<file path="config.mk">
export PLATFORM = sky130hd
export DESIGN_NAME = fcf_regs
export DESIGN_NICKNAME = d
export VERILOG_FILES = /design/src/rtl/fcf_pkg.sv /design/src/rtl/fcf_regs.sv
export SDC_FILE = /design/constraint.sdc
export NUM_CORES = 1
export LEC_CHECK = 0
export BUFFER_PORTS_ARGS = -buffer_cell sky130_fd_sc_hd__buf_2
export CORE_UTILIZATION = 44
export CTS_BUF_LIST = sky130_fd_sc_hd__clkbuf_4 sky130_fd_sc_hd__clkbuf_8
export CTS_CLUSTER_SIZE = 40
export DETAILED_ROUTE_END_ITERATION = 8
export GPL_ROUTABILITY_DRIVEN = 0
export HOLD_SLACK_MARGIN = 0.05
export PLACE_DENSITY = 0.68
export SYNTH_ARGS = -nofsm -noshare
export SYNTH_HDL_FRONTEND = slang
export SYNTH_SLANG_ARGS = --single-unit
export TNS_END_PERCENT = 5
</file>
<file path="constraint.sdc">
create_clock -name core_clk -period 1.39 [get_ports core_clk]
set_input_delay 0.2085 -clock core_clk [delete_from_list [all_inputs] [get_ports core_clk]]
set_output_delay 0.2085 -clock core_clk [all_outputs]
set_load 0.02 [all_outputs]
</file>
<file path="src/rtl/fcf_pkg.sv">
// Notes on behaviour
// - ignore bit set: single faults not reported, no single-fault interrupt
// - ignore bit clear: every single fault on an array read is reported
// - wait-state field in config bits 3..2 sets read wait-states
// - wait-state field resets to 00, the maximum count
// - code 00 enables maximum wait-states, code 11 disables them
// - reserved codes read back as written but time like 00
// - maximum wait-state count is one cycle per array read
// - wait-state write while command runs is dropped, field unchanged
// - force-double bit set: every array read sets the double-fault flag
// - force-double clear: double-fault flag set only on genuine faults
// - force bits are plain read-write, hardware never clears them
// - force-single set: every array read sets single flag unless ignore bit set, irq if enabled
// - force-single clear: single flag set only on real single faults
// - single-fault irq enable gates the single-fault interrupt
// - every assigned error config bit is readable and writable
// - status: done, access, protection flags writable; busy, completion read-only
// - writing one to command-complete launches only while the flag is set and no access or protection flag is set; stays low until done, access error or violation
package fcf_pkg;
    localparam int unsigned AW = 4;
    localparam int unsigned DW = 8;
    localparam logic [3:0] OFS_CFG = 4'h4;
    localparam logic [3:0] OFS_ERRCFG = 4'h5;
    localparam logic [3:0] OFS_STAT = 4'h6;
    localparam logic [3:0] OFS_ERRSTAT = 4'h7;
    localparam logic [3:0] OFS_IRQ_STAT = 4'h8;
    localparam logic [3:0] OFS_IRQ_CLR = 4'h9;
    localparam logic [3:0] OFS_IRQ_EN = 4'ha;
    localparam int unsigned CFG_COMMAND_COMPLETE_IRQ_ENABLE = 7;
    localparam int unsigned CFG_ERSA = 5;
    localparam int unsigned CFG_IGN = 4;
    localparam int unsigned CFG_WS_LO = 2;
    localparam int unsigned CFG_FDF = 1;
    localparam int unsigned CFG_FSF = 0;
    localparam int unsigned ERRCFG_SFIE = 0;
    localparam int unsigned ST_CCF = 7;
    localparam int unsigned ST_ACC = 5;
    localparam int unsigned ST_PV = 4;
    localparam int unsigned ST_BUSY = 3;
    localparam int unsigned ST_MG_LO = 0;
    localparam int unsigned ES_SF = 0;
    localparam int unsigned ES_DF = 1;
    localparam int unsigned IRQ_SF = 0;
    localparam int unsigned IRQ_DF = 1;
    localparam int unsigned IRQ_DONE = 2;
    localparam int unsigned IRQ_ERR = 3;
    localparam int unsigned IRQ_N = 4;
    localparam logic [1:0] WS_RST = 2'h0;
    localparam logic [1:0] WS_MAX = 2'h0;
    localparam logic [1:0] WS_OFF = 2'h3;
    localparam logic CCF_RST = 1'h1;
    localparam logic FLAG_RST = 1'h0;
    localparam logic [3:0] IRQ_RST = 4'h0;
    localparam int unsigned WS_MAX_CYC = 1;
    typedef struct packed {
        logic [3:0] addr;
        logic [7:0] wdata;
        logic wr;
        logic rd;
    } fcf_bus_s;
    typedef struct packed {
        logic rd_req;
        logic rd;
        logic sgl;
        logic dbl;
        logic done;
        logic acc_err;
        logic viol;
        logic busy;
        logic [1:0] completion_status_field;
    } fcf_core_s;
    typedef enum logic [0:0] {
        FCF_RD_IDLE = 1'b0,
        FCF_RD_WAIT = 1'b1
    } fcf_rd_e;
endpackage

</file>
<file path="src/rtl/fcf_regs.sv">
// Strobed register access was chosen for this implementation.
`timescale 1ns/1ps
module fcf_regs
    import fcf_pkg::*;
#(
    parameter int unsigned WS_CYC = WS_MAX_CYC
)
(
    input wire logic core_clk, // bus clock
    input wire logic resetn, // async reset, low active
    input wire logic ce, // clock enable, freezes state when low
    input wire fcf_bus_s bus, // register port request
    input wire fcf_core_s core, // controller core events
    output logic [7:0] rdata, // read data, cycle after read strobe
    output logic cmd_start, // one-cycle command launch pulse
    output logic [1:0] rd_wait, // wait-states applied per array read
    output logic rd_ack, // array read may complete
    output logic irq, // combined event interrupt
    output logic sf_irq, // single-fault interrupt level
    output logic cc_irq // command-complete interrupt level
);
    // refuse a zero wait count and counts that the two-bit pacing counter cannot hold
    if (WS_CYC < 1 || WS_CYC > 3)
    begin : g_ws_check
        $error("WS_CYC must be 1..3");
    end

    localparam logic [1:0] WS_N = WS_CYC[1:0];

    function automatic logic hit(input logic [3:0] a, input logic [3:0] ofs);
        hit = (a == ofs);
    endfunction

    logic command_complete_irq_enable_q;
    logic ign_q;
    logic [1:0] ws_q;
    logic fdf_q;
    logic fsf_q;
    logic sfie_q;
    logic ccf_q;
    logic acc_q;
    logic pv_q;
    logic sf_q;
    logic df_q;
    logic [3:0] ists_q;
    logic [3:0] ien_q;
    logic [7:0] rdata_q;
    logic cmd_start_q;
    logic [1:0] rd_wait_q;
    logic rd_ack_q;
    logic irq_q;
    logic sf_irq_q;
    logic cc_irq_q;
    fcf_rd_e rd_st_q;
    logic [1:0] rd_cnt_q;

    logic wr_cfg;
    logic wr_errcfg;
    logic wr_stat;
    logic wr_errstat;
    logic wr_iclr;
    logic wr_ien;
    logic launch;
    logic rep_sf;
    logic rep_df;
    logic [3:0] evt;
    logic [7:0] rd_mux;

    assign wr_cfg = bus.wr && hit(bus.addr, OFS_CFG);
    assign wr_errcfg = bus.wr && hit(bus.addr, OFS_ERRCFG);
    assign wr_stat = bus.wr && hit(bus.addr, OFS_STAT);
    assign wr_errstat = bus.wr && hit(bus.addr, OFS_ERRSTAT);
    assign wr_iclr = bus.wr && hit(bus.addr, OFS_IRQ_CLR);
    assign wr_ien = bus.wr && hit(bus.addr, OFS_IRQ_EN);

    // a launch is refused while an error flag blocks new commands
    assign launch = wr_stat && bus.wdata[ST_CCF] && ccf_q && !acc_q && !pv_q;

    // forced faults pass through the same ignore gate as real ones
    assign rep_sf = core.rd && (core.sgl || fsf_q) && !ign_q;
    assign rep_df = core.rd && (core.dbl || fdf_q);

    assign evt[IRQ_SF] = rep_sf;
    assign evt[IRQ_DF] = rep_df;
    assign evt[IRQ_DONE] = core.done;
    assign evt[IRQ_ERR] = core.acc_err || core.viol;

    // configuration register
    always_ff @(posedge core_clk or negedge resetn)
    begin
        if (!resetn)
        begin
            command_complete_irq_enable_q <= 1'b0;
            ign_q <= 1'b0;
            ws_q <= WS_RST;
            fdf_q <= 1'b0;
            fsf_q <= 1'b0;
        end
        else if (ce && wr_cfg)
        begin
            command_complete_irq_enable_q <= bus.wdata[CFG_COMMAND_COMPLETE_IRQ_ENABLE];
            ign_q <= bus.wdata[CFG_IGN];
            fdf_q <= bus.wdata[CFG_FDF];
            fsf_q <= bus.wdata[CFG_FSF];
            // a switch mid-command would retime a running array access
            if (ccf_q)
            begin
                ws_q <= bus.wdata[CFG_WS_LO +: 2];
            end
        end
    end

    // error configuration register
    always_ff @(posedge core_clk or negedge resetn)
    begin
        if (!resetn)
        begin
            sfie_q <= 1'b0;
        end
        else if (ce && wr_errcfg)
        begin
            sfie_q <= bus.wdata[ERRCFG_SFIE];
        end
    end

    // command complete flag
    always_ff @(posedge core_clk or negedge resetn)
    begin
        if (!resetn)
        begin
            ccf_q <= CCF_RST;
        end
        else if (ce)
        begin
            if (core.done || core.acc_err || core.viol)
            begin
                ccf_q <= 1'b1;
            end
            else if (launch)
            begin
                ccf_q <= 1'b0;
            end
        end
    end

    // access error and protection flags, write one to clear, set wins
    always_ff @(posedge core_clk or negedge resetn)
    begin
        if (!resetn)
        begin
            acc_q <= FLAG_RST;
            pv_q <= FLAG_RST;
        end
        else if (ce)
        begin
            acc_q <= core.acc_err || (acc_q && !(wr_stat && bus.wdata[ST_ACC]));
            pv_q <= core.viol || (pv_q && !(wr_stat && bus.wdata[ST_PV]));
        end
    end

    // launch pulse toward the command sequencer
    always_ff @(posedge core_clk or negedge resetn)
    begin
        if (!resetn)
        begin
            cmd_start_q <= 1'b0;
        end
        else if (ce)
        begin
            cmd_start_q <= launch;
        end
    end

    // error status flags, write one to clear, set wins
    always_ff @(posedge core_clk or negedge resetn)
    begin
        if (!resetn)
        begin
            sf_q <= FLAG_RST;
            df_q <= FLAG_RST;
        end
        else if (ce)
        begin
            sf_q <= rep_sf || (sf_q && !(wr_errstat && bus.wdata[ES_SF]));
            df_q <= rep_df || (df_q && !(wr_errstat && bus.wdata[ES_DF]));
        end
    end

    // event interrupt status and enable
    always_ff @(posedge core_clk or negedge resetn)
    begin
        if (!resetn)
        begin
            ists_q <= IRQ_RST;
            ien_q <= IRQ_RST;
        end
        else if (ce)
        begin
            ists_q <= evt | (ists_q & ~(wr_iclr ? bus.wdata[IRQ_N-1:0] : 4'h0));
            if (wr_ien)
            begin
                ien_q <= bus.wdata[IRQ_N-1:0];
            end
        end
    end

    // interrupt outputs, one cycle behind the flags
    always_ff @(posedge core_clk or negedge resetn)
    begin
        if (!resetn)
        begin
            irq_q <= 1'b0;
            sf_irq_q <= 1'b0;
            cc_irq_q <= 1'b0;
        end
        else if (ce)
        begin
            irq_q <= |(ists_q & ien_q);
            sf_irq_q <= sf_q && sfie_q && !ign_q;
            cc_irq_q <= ccf_q && command_complete_irq_enable_q;
        end
    end

    // wait-state count; reserved codes fall back to the maximum
    always_ff @(posedge core_clk or negedge resetn)
    begin
        if (!resetn)
        begin
            rd_wait_q <= WS_N;
        end
        else if (ce)
        begin
            rd_wait_q <= (ws_q == WS_OFF) ? 2'h0 : WS_N;
        end
    end

    // read pacing: ack after the programmed wait-states
    always_ff @(posedge core_clk or negedge resetn)
    begin
        if (!resetn)
        begin
            rd_st_q <= FCF_RD_IDLE;
            rd_cnt_q <= 2'h0;
            rd_ack_q <= 1'b0;
        end
        else if (ce)
        begin
            rd_ack_q <= 1'b0;
            case (rd_st_q)
                FCF_RD_IDLE:
                begin
                    if (core.rd_req)
                    begin
                        if (rd_wait_q == 2'h0)
                        begin
                            rd_ack_q <= 1'b1;
                        end
                        else
                        begin
                            rd_cnt_q <= rd_wait_q;
                            rd_st_q <= FCF_RD_WAIT;
                        end
                    end
                end
                FCF_RD_WAIT:
                begin
                    if (rd_cnt_q == 2'h1)
                    begin
                        rd_ack_q <= 1'b1;
                        rd_st_q <= FCF_RD_IDLE;
                    end
                    rd_cnt_q <= rd_cnt_q - 2'h1;
                end
                default:
                begin
                    rd_st_q <= FCF_RD_IDLE;
                end
            endcase
        end
    end

    // read mux; unmapped and write-only offsets read zero
    always_comb
    begin
        rd_mux = 8'h00;
        case (bus.addr)
            OFS_CFG:
            begin
                rd_mux[CFG_COMMAND_COMPLETE_IRQ_ENABLE] = command_complete_irq_enable_q;
                rd_mux[CFG_IGN] = ign_q;
                rd_mux[CFG_WS_LO +: 2] = ws_q;
                rd_mux[CFG_FDF] = fdf_q;
                rd_mux[CFG_FSF] = fsf_q;
            end
            OFS_ERRCFG:
            begin
                rd_mux[ERRCFG_SFIE] = sfie_q;
            end
            OFS_STAT:
            begin
                rd_mux[ST_CCF] = ccf_q;
                rd_mux[ST_ACC] = acc_q;
                rd_mux[ST_PV] = pv_q;
                rd_mux[ST_BUSY] = core.busy;
                rd_mux[ST_MG_LO +: 2] = core.completion_status_field;
            end
            OFS_ERRSTAT:
            begin
                rd_mux[ES_SF] = sf_q;
                rd_mux[ES_DF] = df_q;
            end
            OFS_IRQ_STAT:
            begin
                rd_mux[IRQ_N-1:0] = ists_q;
            end
            OFS_IRQ_EN:
            begin
                rd_mux[IRQ_N-1:0] = ien_q;
            end
            default:
            begin
                rd_mux = 8'h00;
            end
        endcase
    end

    // read data stands one cycle for each cycle the read strobe is high
    always_ff @(posedge core_clk or negedge resetn)
    begin
        if (!resetn)
        begin
            rdata_q <= 8'h00;
        end
        else if (ce)
        begin
            rdata_q <= bus.rd ? rd_mux : 8'h00;
        end
    end

    assign rdata = rdata_q;
    assign cmd_start = cmd_start_q;
    assign rd_wait = rd_wait_q;
    assign rd_ack = rd_ack_q;
    assign irq = irq_q;
    assign sf_irq = sf_irq_q;
    assign cc_irq = cc_irq_q;
endmodule // fcf_regs

</file>
==> flow_metrics.env, run 1 <==
export IMPL_hpwl_um=3370
export IMPL_async_flop_share_pct=100
export IMPL_yosys_top_cells_area="dfrtp_1 47%, mux2_2 5.6%, nand2_1 3.5%"
export IMPL_irDropWorstVdd_mv=0.767
export IMPL_fmax_mhz=823
export IMPL_min_from="bus[9]"
export IMPL_fillers=347
export IMPL_r2r_slack_ps=190
export IMPL_row_count=22
export IMPL_drcViolationCount=0
export IMPL_ys_flop_type="dfrtp_1"
export IMPL_detail_route_first_pass_iterations=5
export IMPL_power_total_mw=3.16
export IMPL_drt_iter0_drc=104
export IMPL_io_pins=42
export IMPL_die_area_mm2=0.00435
export IMPL_final_util_pct=60.6
export IMPL_setup_tns_final_ps=0
export IMPL_cts_root_buf="clkbuf_8"
export IMPL_yosys_top_cells_count="34 x dfrtp_1, 17 x nand2_1, 15 x nor2_1"
export IMPL_viasPerCell=5.64
export IMPL_power_density_mw_per_mm2=1370
export IMPL_clkSinkCount=36
export IMPL_grt_max_degree=30
export IMPL_drive_above_1_share_pct=34.9
export IMPL_wl_per_cell_um=16.2
export IMPL_synth_most_common_cell="dfrtp_1"
export IMPL_syn2layout_area_growth_pct=27.8
export IMPL_track_usage_pct=23.8
export IMPL_syn_area_per_cell_um2=10.4
export IMPL_cp_arrival_ps=1010
export IMPL_clk_path_buf_depth=2
export IMPL_setup_viol=0
export IMPL_n_antenna_cell=0
export IMPL_whs_path_depth=2
export IMPL_cap_violations=0
export IMPL_final_cells=277
export IMPL_ant_nets=0
export IMPL_crit_path_end_kind="primary output"
export IMPL_grt_pass1_vias=1597
export IMPL_hold_end="command_complete_irq_enable_q$_DFFE_PN0N_"
export IMPL_hold_viol=0
export IMPL_synth_top_area_share_pct=47.2
export IMPL_netlist_area_mm2=0.00180
export IMPL_finalCriticalPeriod_ps=1220
export IMPL_r2r_end="rdata[0]$_DFFE_PN0P_"
export IMPL_dieHeight_um=66.0
export IMPL_clock_skew_ps=5.87
export IMPL_hold_ws_ps=170
export IMPL_syn_instance_count=174
export IMPL_crit_buf_inv=1
export IMPL_antenna_found_initial=0
export IMPL_stdcell_area_mm2=0.00230
export IMPL_yosysTopAreaCell="dfrtp_1"
export IMPL_numCtsBuffers=5
export IMPL_dieWidth_um=66.0
export IMPL_routed_wl_um=4490
export IMPL_critical_path_max_stage_delay_ps=560
export IMPL_cpMaxStageDelayCell="dfstp_2"
export IMPL_synth_seq_area_share_pct=50.1
export IMPL_post_cts_resized=0
export IMPL_path_class="reg2out"
export IMPL_setup_ws_ps=175
export IMPL_place_inst=268
export IMPL_hold_path_class="in2reg"
export IMPL_place_area_mm2=0.00213
export IMPL_cts_tree="yes"
export IMPL_post_place_ws_ps=-34.6
export IMPL_grt_pass1_wl_um=7600
export IMPL_p_leak_nw=1.05
export IMPL_rsz0062_at_grt="no"
export IMPL_ys_ff_latch=36
export IMPL_clk_latency_ps=290
export IMPL_synth_edf_count=0
export IMPL_rr_worst_depth=3
export IMPL_cts_clk_slew_worst_paths_ps=70
export IMPL_min_period_over_period_pct=87.4
export IMPL_outcome="complete, no violations"
export IMPL_grt_ovfl_total=0
export IMPL_final_nets=256
export IMPL_core_mm2=0.00380
export IMPL_start_util_pct=47.4
export IMPL_cts_max_level=2
export IMPL_worst_path_max_fanout=4
export IMPL_required_ps=1180
export IMPL_io_buffer_count=38
export IMPL_vias=1563
export IMPL_yosysWarnings=0
export IMPL_reg2reg_from="ien_q[0]$_DFFE_PN0P_"
export IMPL_cp_top_family="flip-flops"
export IMPL_synth_cell_type_count=43
export IMPL_slew_violations=0
export IMPL_crit_chain="buf_2"
export IMPL_cp_start_kind="flop"
==> state kept, by name, summed over array words and instances (netlist names), 2 cells and up <==
name      count
ien_q         4
ists_q        4
ws_q          2
rdata         7
rd_cnt_q      2
==> per-layer routing <==
layer | wire [µm] | up-vias | global-route usage, %
met5 | 0 | - | 0
met2 | 2180 | 66 | 39.2
met3 | 291 | 12 | 6.55
met4 | 92 | 0 | 9.57
li1 | - | 723 | -
met1 | 1920 | 762 | 29.4
==> cell families after synthesis <==
kind of cell / synth area share (%)
buffers and inverters: 5.35
DFF: 50.1
muxes: 9.10
and+or+nand+nor: 17.7
adders and majority gates: 0.694
other: 0.208
AOI/OAI and AO/OA: 16.8
==> final cells by class <==
type	instances	area, µm²	share of cell area [%]
multi-input combinational	119	806	35.0
clock inverter	3	90.1	3.91
clock buffer	5	68.8	2.99
timing repair buffer	55	333	14.5
sequential	36	903	39.2
inverter	11	41.3	1.79
tap	48	60.1	2.61
==> placed cells by master (no fill, tap or decap), types with 3 or more instances in the layout <==
cell and instances:
o21ai_0 8, buf_4 15, dfrtp_1 34, inv_1 11, nor2_1 15, a22o_1 6
mux2_2 9, a21o_1 6, o22ai_1 5, nor3_1 3, mux2i_1 4, a31oi_1 3
nand3_1 6, a22oi_1 6, buf_2 38, nand2_1 17, clkbuf_8 5, bufinv_16 3
==> worst max-delay path by stage <==
stage                     slack, ps                  end  cells after the start                    from
after global routing            140           rd_wait[0]                      1  rd_wait[0]$_DFFE_PN1P_
after detailed placement        -30    fdf_q$_DFFE_PN0N_                      5                 bus[13]
after floorplan                 130  ws_q[0]$_DFFE_PN0P_                      5                      ce
final                           170           rd_wait[0]                      1  rd_wait[0]$_DFFE_PN1P_
after global placement          -30    ign_q$_DFFE_PN0N_                      5                 bus[13]
after CTS                       170           rd_wait[0]                      1  rd_wait[0]$_DFFE_PN1P_
==> report_power, final <==
group / internal [mW] / switching (mW) / leakage, nW / total [mW]
clock network: 0.897 / 0.380 / 0.0784 / 1.28
logic: 0.259 / 0.295 / 0.546 / 0.554
registers: 1.20 / 0.131 / 0.428 / 1.33
total: 2.36 / 0.806 / 1.05 / 3.16
==> what timing repair did <==
action                                 4_1_cts  5_1_grt
endpoints found under the hold margin       15        0
hold buffers                                 1        0
buffers inserted                             0        0
(Power assumes the default switching activity.)
==> inputs of run 2 (changes only) <==
--- a/config.mk
+++ b/config.mk
@@ -5,6 +5,7 @@
 export SDC_FILE = /design/constraint.sdc
 export NUM_CORES = 1
 export LEC_CHECK = 0
+export ABC_AREA = 1
 export BUFFER_PORTS_ARGS = -buffer_cell sky130_fd_sc_hd__buf_2
 export CORE_UTILIZATION = 44
 export CTS_BUF_LIST = sky130_fd_sc_hd__clkbuf_4 sky130_fd_sc_hd__clkbuf_8
==> run 2 against run 1 <==
Effect of this change: critical path depth unchanged; core utilization down 3.9 points; area after synthesis up 0.21%; flip-flop and latch count unchanged; sequential power about the same; register-to-register slack better by 30 ps; non-clock buffer count down 12; sequential share of layout area up 2.7 points; synthesized cell count up 28%; setup slack better by 9.3 ps; die area up 0.20%; critical endpoint unchanged.
==> flow_metrics.env, run 2 <==
export IMPL_required_ps=1180
export IMPL_postCtsSetupRepairBufs=0
export IMPL_final_common_cell="nand2_1"
export IMPL_fillers=375
export IMPL_crit_buf_inv=1
export IMPL_setup_tns_final_ps=0
export IMPL_comb_power_share_pct=19.2
export IMPL_pwr_share_seq_pct=50.4
export IMPL_grt_pass1_wl_um=6820
export IMPL_cts_max_level=2
export IMPL_start_util_pct=47.5
export IMPL_ant_nets=0
export IMPL_yosys_top_cells_area="dfrtp_1 47%, nand2_1 15%, nand3_1 5.5%"
export IMPL_synth_edf_count=0
export IMPL_cp_start_kind="flop"
export IMPL_hold_path_class="in2reg"
export IMPL_synthMuxAreaShare_pct=0
export IMPL_routed_wl_um=4080
export IMPL_clk_latency_ps=290
export IMPL_rr_worst_depth=5
export IMPL_io_buffer_count=38
export IMPL_fmax_mhz=829
export IMPL_crit_path_end_kind="primary output"
export IMPL_netlist_area_mm2=0.00181
export IMPL_crit_chain="buf_2"
export IMPL_p_int_mw=1.83
export IMPL_cts_root_buf="clkbuf_8"
export IMPL_synth_cell_type_count=29
export IMPL_cap_violations=0
export IMPL_power_total_mw=2.60
export IMPL_syn2layout_area_growth_pct=19.3
export IMPL_syn_instance_count=222
export IMPL_die_area_mm2=0.00436
export IMPL_p_switching_uw=771
export IMPL_drive_above_1_share_pct=26.9
export IMPL_yosys_area_share_simple_pct=29.5
export IMPL_ys_ff_latch=36
export IMPL_n_antenna_cell=0
export IMPL_r2r_slack_ps=220
export IMPL_irDropWorstVdd_mv=0.770
export IMPL_min_period_over_period_pct=86.8
export IMPL_outcome="complete, no violations"
export IMPL_track_usage_pct=21.3
export IMPL_hold_viol=0
export IMPL_yosysTopAreaCell="dfrtp_1"
export IMPL_dieHeight_um=66.1
export IMPL_synth_top_family_by_area="simple AND/OR/NAND/NOR gates"
export IMPL_synth_xor_area_share_pct=0
export IMPL_grt_ovfl_total=0
export IMPL_wl_per_cell_um=12.9
export IMPL_synth_seq_area_share_pct=50.0
export IMPL_worst_path_max_fanout=3
export IMPL_power_density_mw_per_mm2=1210
export IMPL_grt_max_degree=37
export IMPL_ys_flop_type="dfrtp_1"
export IMPL_path_class="reg2out"
export IMPL_cts_tree="yes"
export IMPL_numCtsBuffers=5
export IMPL_grt_pass1_vias=1511
export IMPL_cts_clk_slew_worst_paths_ps=60
export IMPL_async_flop_share_pct=100
export IMPL_largest_reg_flops=7
export IMPL_hpwl_um=3080
export IMPL_synth_most_common_cell="nand2_1"
export IMPL_post_place_ws_ps=123
export IMPL_whs_path_depth=3
export IMPL_synth_top_area_share_pct=47.1
export IMPL_drcViolationCount=0
export IMPL_dieWidth_um=66.1
export IMPL_detail_route_first_pass_iterations=4
export IMPL_yosysWarnings=0
export IMPL_rsz0062_at_grt="no"
export IMPL_setup_viol=0
export IMPL_yosys_area_share_adder_pct=0.693
export IMPL_final_nets=295
export IMPL_setup_ws_ps=184
export IMPL_synth_compound_area_share_pct=12.5
export IMPL_cp_depth=1
export IMPL_drt_iter0_drc=98
export IMPL_clk_path_buf_depth=2
export IMPL_p_clk_share_pct=30.3
export IMPL_core_mm2=0.00380
export IMPL_clkSinkCount=36
export IMPL_vias=1625
export IMPL_cpMaxStageDelayCell="dfstp_2"
export IMPL_slew_violations=0
export IMPL_antenna_found_initial=0
export IMPL_io_pins=42
export IMPL_syn_area_per_cell_um2=8.13
export IMPL_layout_common_cells="70 x nand2_1, 38 x buf_2, 34 x dfrtp_1"
export IMPL_p_leak_nw=1.11
export IMPL_cp_top_family="flip-flops"
export IMPL_yosys_top_cells_count="70 x nand2_1, 34 x dfrtp_1, 20 x nand3_1"
export IMPL_viasPerCell=5.14
export IMPL_clock_skew_ps=3.86
export IMPL_critical_path_max_stage_delay_ps=550
export IMPL_switching_share_pct=29.6
export IMPL_row_count=22
export IMPL_finalCriticalPeriod_ps=1210
export IMPL_cp_arrival_ps=1000
-- run 2: logic make-up (layout without fill, tap and decap cells) --
| logic type | after synthesis | after routing |
|---|---|---|
| buffers and inverters | 28 | 73 |
| AND/OR/NAND/NOR | 116 | 116 |
| other | 1 | 2 |
| AO/OA/AOI/OAI | 40 | 40 |
| adder cells (fa/ha/maj) | 1 | 1 |
| flip-flops | 36 | 36 |
-- run 2: layout make-up --
| cell class | count | area, µm² | area share (%) |
|---|---|---|---|
| tap | 48 | 60.1 | 2.79 |
| clock buffer | 8 | 97.6 | 4.53 |
| timing repair buffer | 43 | 230 | 10.7 |
| inverter | 22 | 83.8 | 3.89 |
| multi-input combinational | 159 | 778 | 36.1 |
| sequential | 36 | 903 | 42.0 |
-- run 2: what timing repair did --
action | in CTS | in global routing
hold endpoints to repair | 34 | 0
resized for setup | 0 | 0
hold buffers | 1 | 0
setup endpoints to repair | 0 | 0
-- run 2: stage by stage --
stage               area, µm²  cells  hold WS (ps)  util [%]
floorplan                1810    223         -87.1         -
global placement         2050    307           272      53.9
detailed placement       2050    307           272      53.9
CTS                      2150    316           142      56.7
global route             2150    316           134      56.7
finish                   2150    316           142      56.7
-- run 2: worst paths after layout --
path                                              from                     end
worst max-delay path            rd_wait[0]$_DFFE_PN1P_              rd_wait[0]
worst min-delay path                           core[5]   ists_q[2]$_DFFE_PN0P_
worst max register to register       ccf_q$_DFFE_PN1P_       ccf_q$_DFFE_PN1P_
worst min register to register    rdata[2]$_DFFE_PN0P_    rdata[2]$_DFFE_PN0P_
max in group asynchronous                       resetn  rd_wait[0]$_DFFE_PN1P_
min in group asynchronous                       resetn      sf_irq$_DFFE_PN0P_
-- run 2: power by group through the flow --
stage / Combinational (mW) / Sequential (mW) / Clock, mW
floorplan: 0.287 / 1.35 / 0
global placement: 0.490 / 1.33 / 0
detailed placement: 0.503 / 1.33 / 0
CTS: 0.506 / 1.31 / 0.811
global route: 0.569 / 1.33 / 0.851
finish: 0.501 / 1.31 / 0.789
-- run 2: per-layer routing --
layer  GRT usage, %  vias up  wire [µm]
li1               -      810          -
met1           27.6      766       1960
met2           33.7       40       1890
met3           5.17        9        151
met4           9.57        0         87
met5              0        -          0
==> inputs of run 3 (changes only) <==
--- a/config.mk
+++ b/config.mk
@@ -7,13 +7,13 @@
 export LEC_CHECK = 0
 export ABC_AREA = 1
 export BUFFER_PORTS_ARGS = -buffer_cell sky130_fd_sc_hd__buf_2
-export CORE_UTILIZATION = 44
+export CORE_UTILIZATION = 55
 export CTS_BUF_LIST = sky130_fd_sc_hd__clkbuf_4 sky130_fd_sc_hd__clkbuf_8
 export CTS_CLUSTER_SIZE = 40
 export DETAILED_ROUTE_END_ITERATION = 8
 export GPL_ROUTABILITY_DRIVEN = 0
 export HOLD_SLACK_MARGIN = 0.05
-export PLACE_DENSITY = 0.68
+export PLACE_DENSITY = 0.82
 export SYNTH_ARGS = -nofsm -noshare
 export SYNTH_HDL_FRONTEND = slang
 export SYNTH_SLANG_ARGS = --single-unit
==> run 3 against run 2 <==
Effect of this change: fmax down 4.8%; combinational power increased by 0.8%; sequential share of layout area up 0.62 points; clock skew increased by 0.76 ps; critical path type unchanged; largest cell class unchanged.
==> flow_metrics.env, run 3 (synthesis gave the netlist of run 2 again) <==
export IMPL_outcome="complete, no violations"
export IMPL_comb_power_share_pct=20.8
export IMPL_fmax_mhz=790
export IMPL_cp_startpoint="rd_wait[0]$_DFFE_PN1P_"
export IMPL_min_period_over_period_pct=91.1
export IMPL_drive_above_1_share_pct=26.6
export IMPL_critical_path_max_stage_delay_ps=560
export IMPL_final_nets=294
export IMPL_die_area_mm2=0.00352
export IMPL_clk_latency_ps=340
export IMPL_clkSinkCount=36
export IMPL_grt_pass1_vias=1510
export IMPL_r2r_end="ccf_q$_DFFE_PN1P_"
export IMPL_switching_share_pct=31.0
export IMPL_io_pins=42
export IMPL_cts_clk_slew_worst_paths_ps=100
export IMPL_n_antenna_cell=0
export IMPL_wl_per_cell_um=12.7
export IMPL_postCtsSetupRepairBufs=0
export IMPL_worst_path_max_fanout=3
export IMPL_whs_path_depth=3
export IMPL_hold_viol=0
export IMPL_setup_tns_final_ps=0
export IMPL_setup_viol=0
export IMPL_layout_common_cells="70 x nand2_1, 38 x buf_2, 34 x dfrtp_1"
export IMPL_clk_path_buf_depth=2
export IMPL_routed_wl_um=3960
export IMPL_multi_input_comb_area_um2=778
export IMPL_rr_worst_depth=5
export IMPL_antenna_found_initial=0
export IMPL_crit_chain="buf_2"
export IMPL_cts_tree="yes"
export IMPL_power_density_mw_per_mm2=1150
export IMPL_path_class="reg2out"
export IMPL_crit_path_end_kind="primary output"
export IMPL_vias=1596
export IMPL_post_place_ws_ps=208
export IMPL_p_switching_uw=753
export IMPL_track_usage_pct=26.5
export IMPL_start_util_pct=58.7
export IMPL_final_util_pct=68.9
export IMPL_drcViolationCount=0
export IMPL_final_common_cell="nand2_1"
export IMPL_cap_violations=0
export IMPL_io_buffer_count=38
export IMPL_hold_ws_ps=80.1
export IMPL_hpwl_um=2950
export IMPL_cts_max_level=2
export IMPL_reg2reg_from="ccf_q$_DFFE_PN1P_"
export IMPL_r2r_slack_ps=160
export IMPL_hold_path_class="in2reg"
export IMPL_cpMaxStageDelayCell="dfstp_2"
export IMPL_grt_max_degree=37
export IMPL_seq_area_um2=903
export IMPL_cp_arrival_ps=1060
export IMPL_pwr_share_seq_pct=53.9
export IMPL_core_mm2=0.00308
export IMPL_cp_start_kind="flop"
export IMPL_cp_top_family="flip-flops"
export IMPL_grt_ovfl_total=0
export IMPL_slew_violations=0
export IMPL_drt_iter0_drc=104
export IMPL_rsz0062_at_grt="no"
export IMPL_p_leak_nw=1.10
export IMPL_detail_route_first_pass_iterations=6
export IMPL_syn2layout_area_growth_pct=17.5
export IMPL_clock_skew_ps=4.61
export IMPL_grt_pass1_wl_um=6730
export IMPL_dieHeight_um=59.3
export IMPL_finalCriticalPeriod_ps=1270
export IMPL_numCtsBuffers=5
export IMPL_largest_reg_flops=7
export IMPL_fillers=274
export IMPL_cts_root_buf="clkbuf_4"
export IMPL_p_int_mw=1.68
export IMPL_setup_ws_ps=124
export IMPL_irDropWorstVdd_mv=0.704
export IMPL_hold_end="ists_q[2]$_DFFE_PN0P_"
export IMPL_dieWidth_um=59.3
export IMPL_p_clk_share_pct=25.4
export IMPL_min_from="core[5]"
export IMPL_required_ps=1180
export IMPL_row_count=20
export IMPL_viasPerCell=5.13
export IMPL_ant_nets=0
export IMPL_crit_buf_inv=1
## run 3: cell count changes in the layout (fill, tap and decap cells not counted), sizes merged
| cell | before | now |
|---|---|---|
| buf | 42 | 41 |
## run 3: cell type report
class / instances / area share, %
Clock buffer: 8 / 3.12
Inverter: 22 / 3.95
Multi-Input combinational cell: 159 / 36.7
Sequential cell: 36 / 42.6
Tap cell: 44 / 2.59
Timing Repair Buffer: 42 / 11.1
## run 3: power by group through the flow
stage | clock network, mW | registers [mW] | logic, mW
6_report | 0.617 | 1.31 | 0.505
5_1_grt | 0.680 | 1.33 | 0.574
4_1_cts | 0.626 | 1.31 | 0.512
3_5_place_dp | 0 | 1.33 | 0.505
3_3_place_gp | 0 | 1.32 | 0.489
2_1_floorplan | 0 | 1.35 | 0.287
## run 3: worst min-delay path: stages
cell and delay [ps]:
buf_2 70, nand2_1 50, nand2_1 60
## run 3: worst max-delay path by stage
stage                                     end  slack [ps]  depth (start not counted)
after floorplan             ccf_q$_DFFE_PN1P_         340                          5
after global placement    ws_q[0]$_DFFE_PN0P_         240                          6
after detailed placement  ws_q[1]$_DFFE_PN0P_         210                          6
after CTS                          rd_wait[0]         110                          1
after global routing               rd_wait[0]          80                          1
final                              rd_wait[0]         120                          1
## run 3: routing by layer
metal | vias up | global-route usage (%) | part of all wire (%)
li1 | 806 | - | -
met1 | 718 | 36.0 | 45
met2 | 64 | 41.1 | 46
met3 | 8 | 6.33 | 6.6
met4 | 0 | 9.86 | 1.8
met5 | - | 0 | 0
## run 3: metrics by stage
step,cells,cell area (µm²),power (mW)
after global placement,302,2050,1.81
after detailed placement,302,2050,1.83
after CTS,311,2120,2.45
after global routing,311,2120,2.59
final,311,2120,2.43
after floorplan,223,1810,1.64
## run 3: timing repair
item,CTS,global route
endpoints found under the setup margin,0,0
resized for setup,0,0
hold buffers,1,0
hold endpoints to repair,36,0
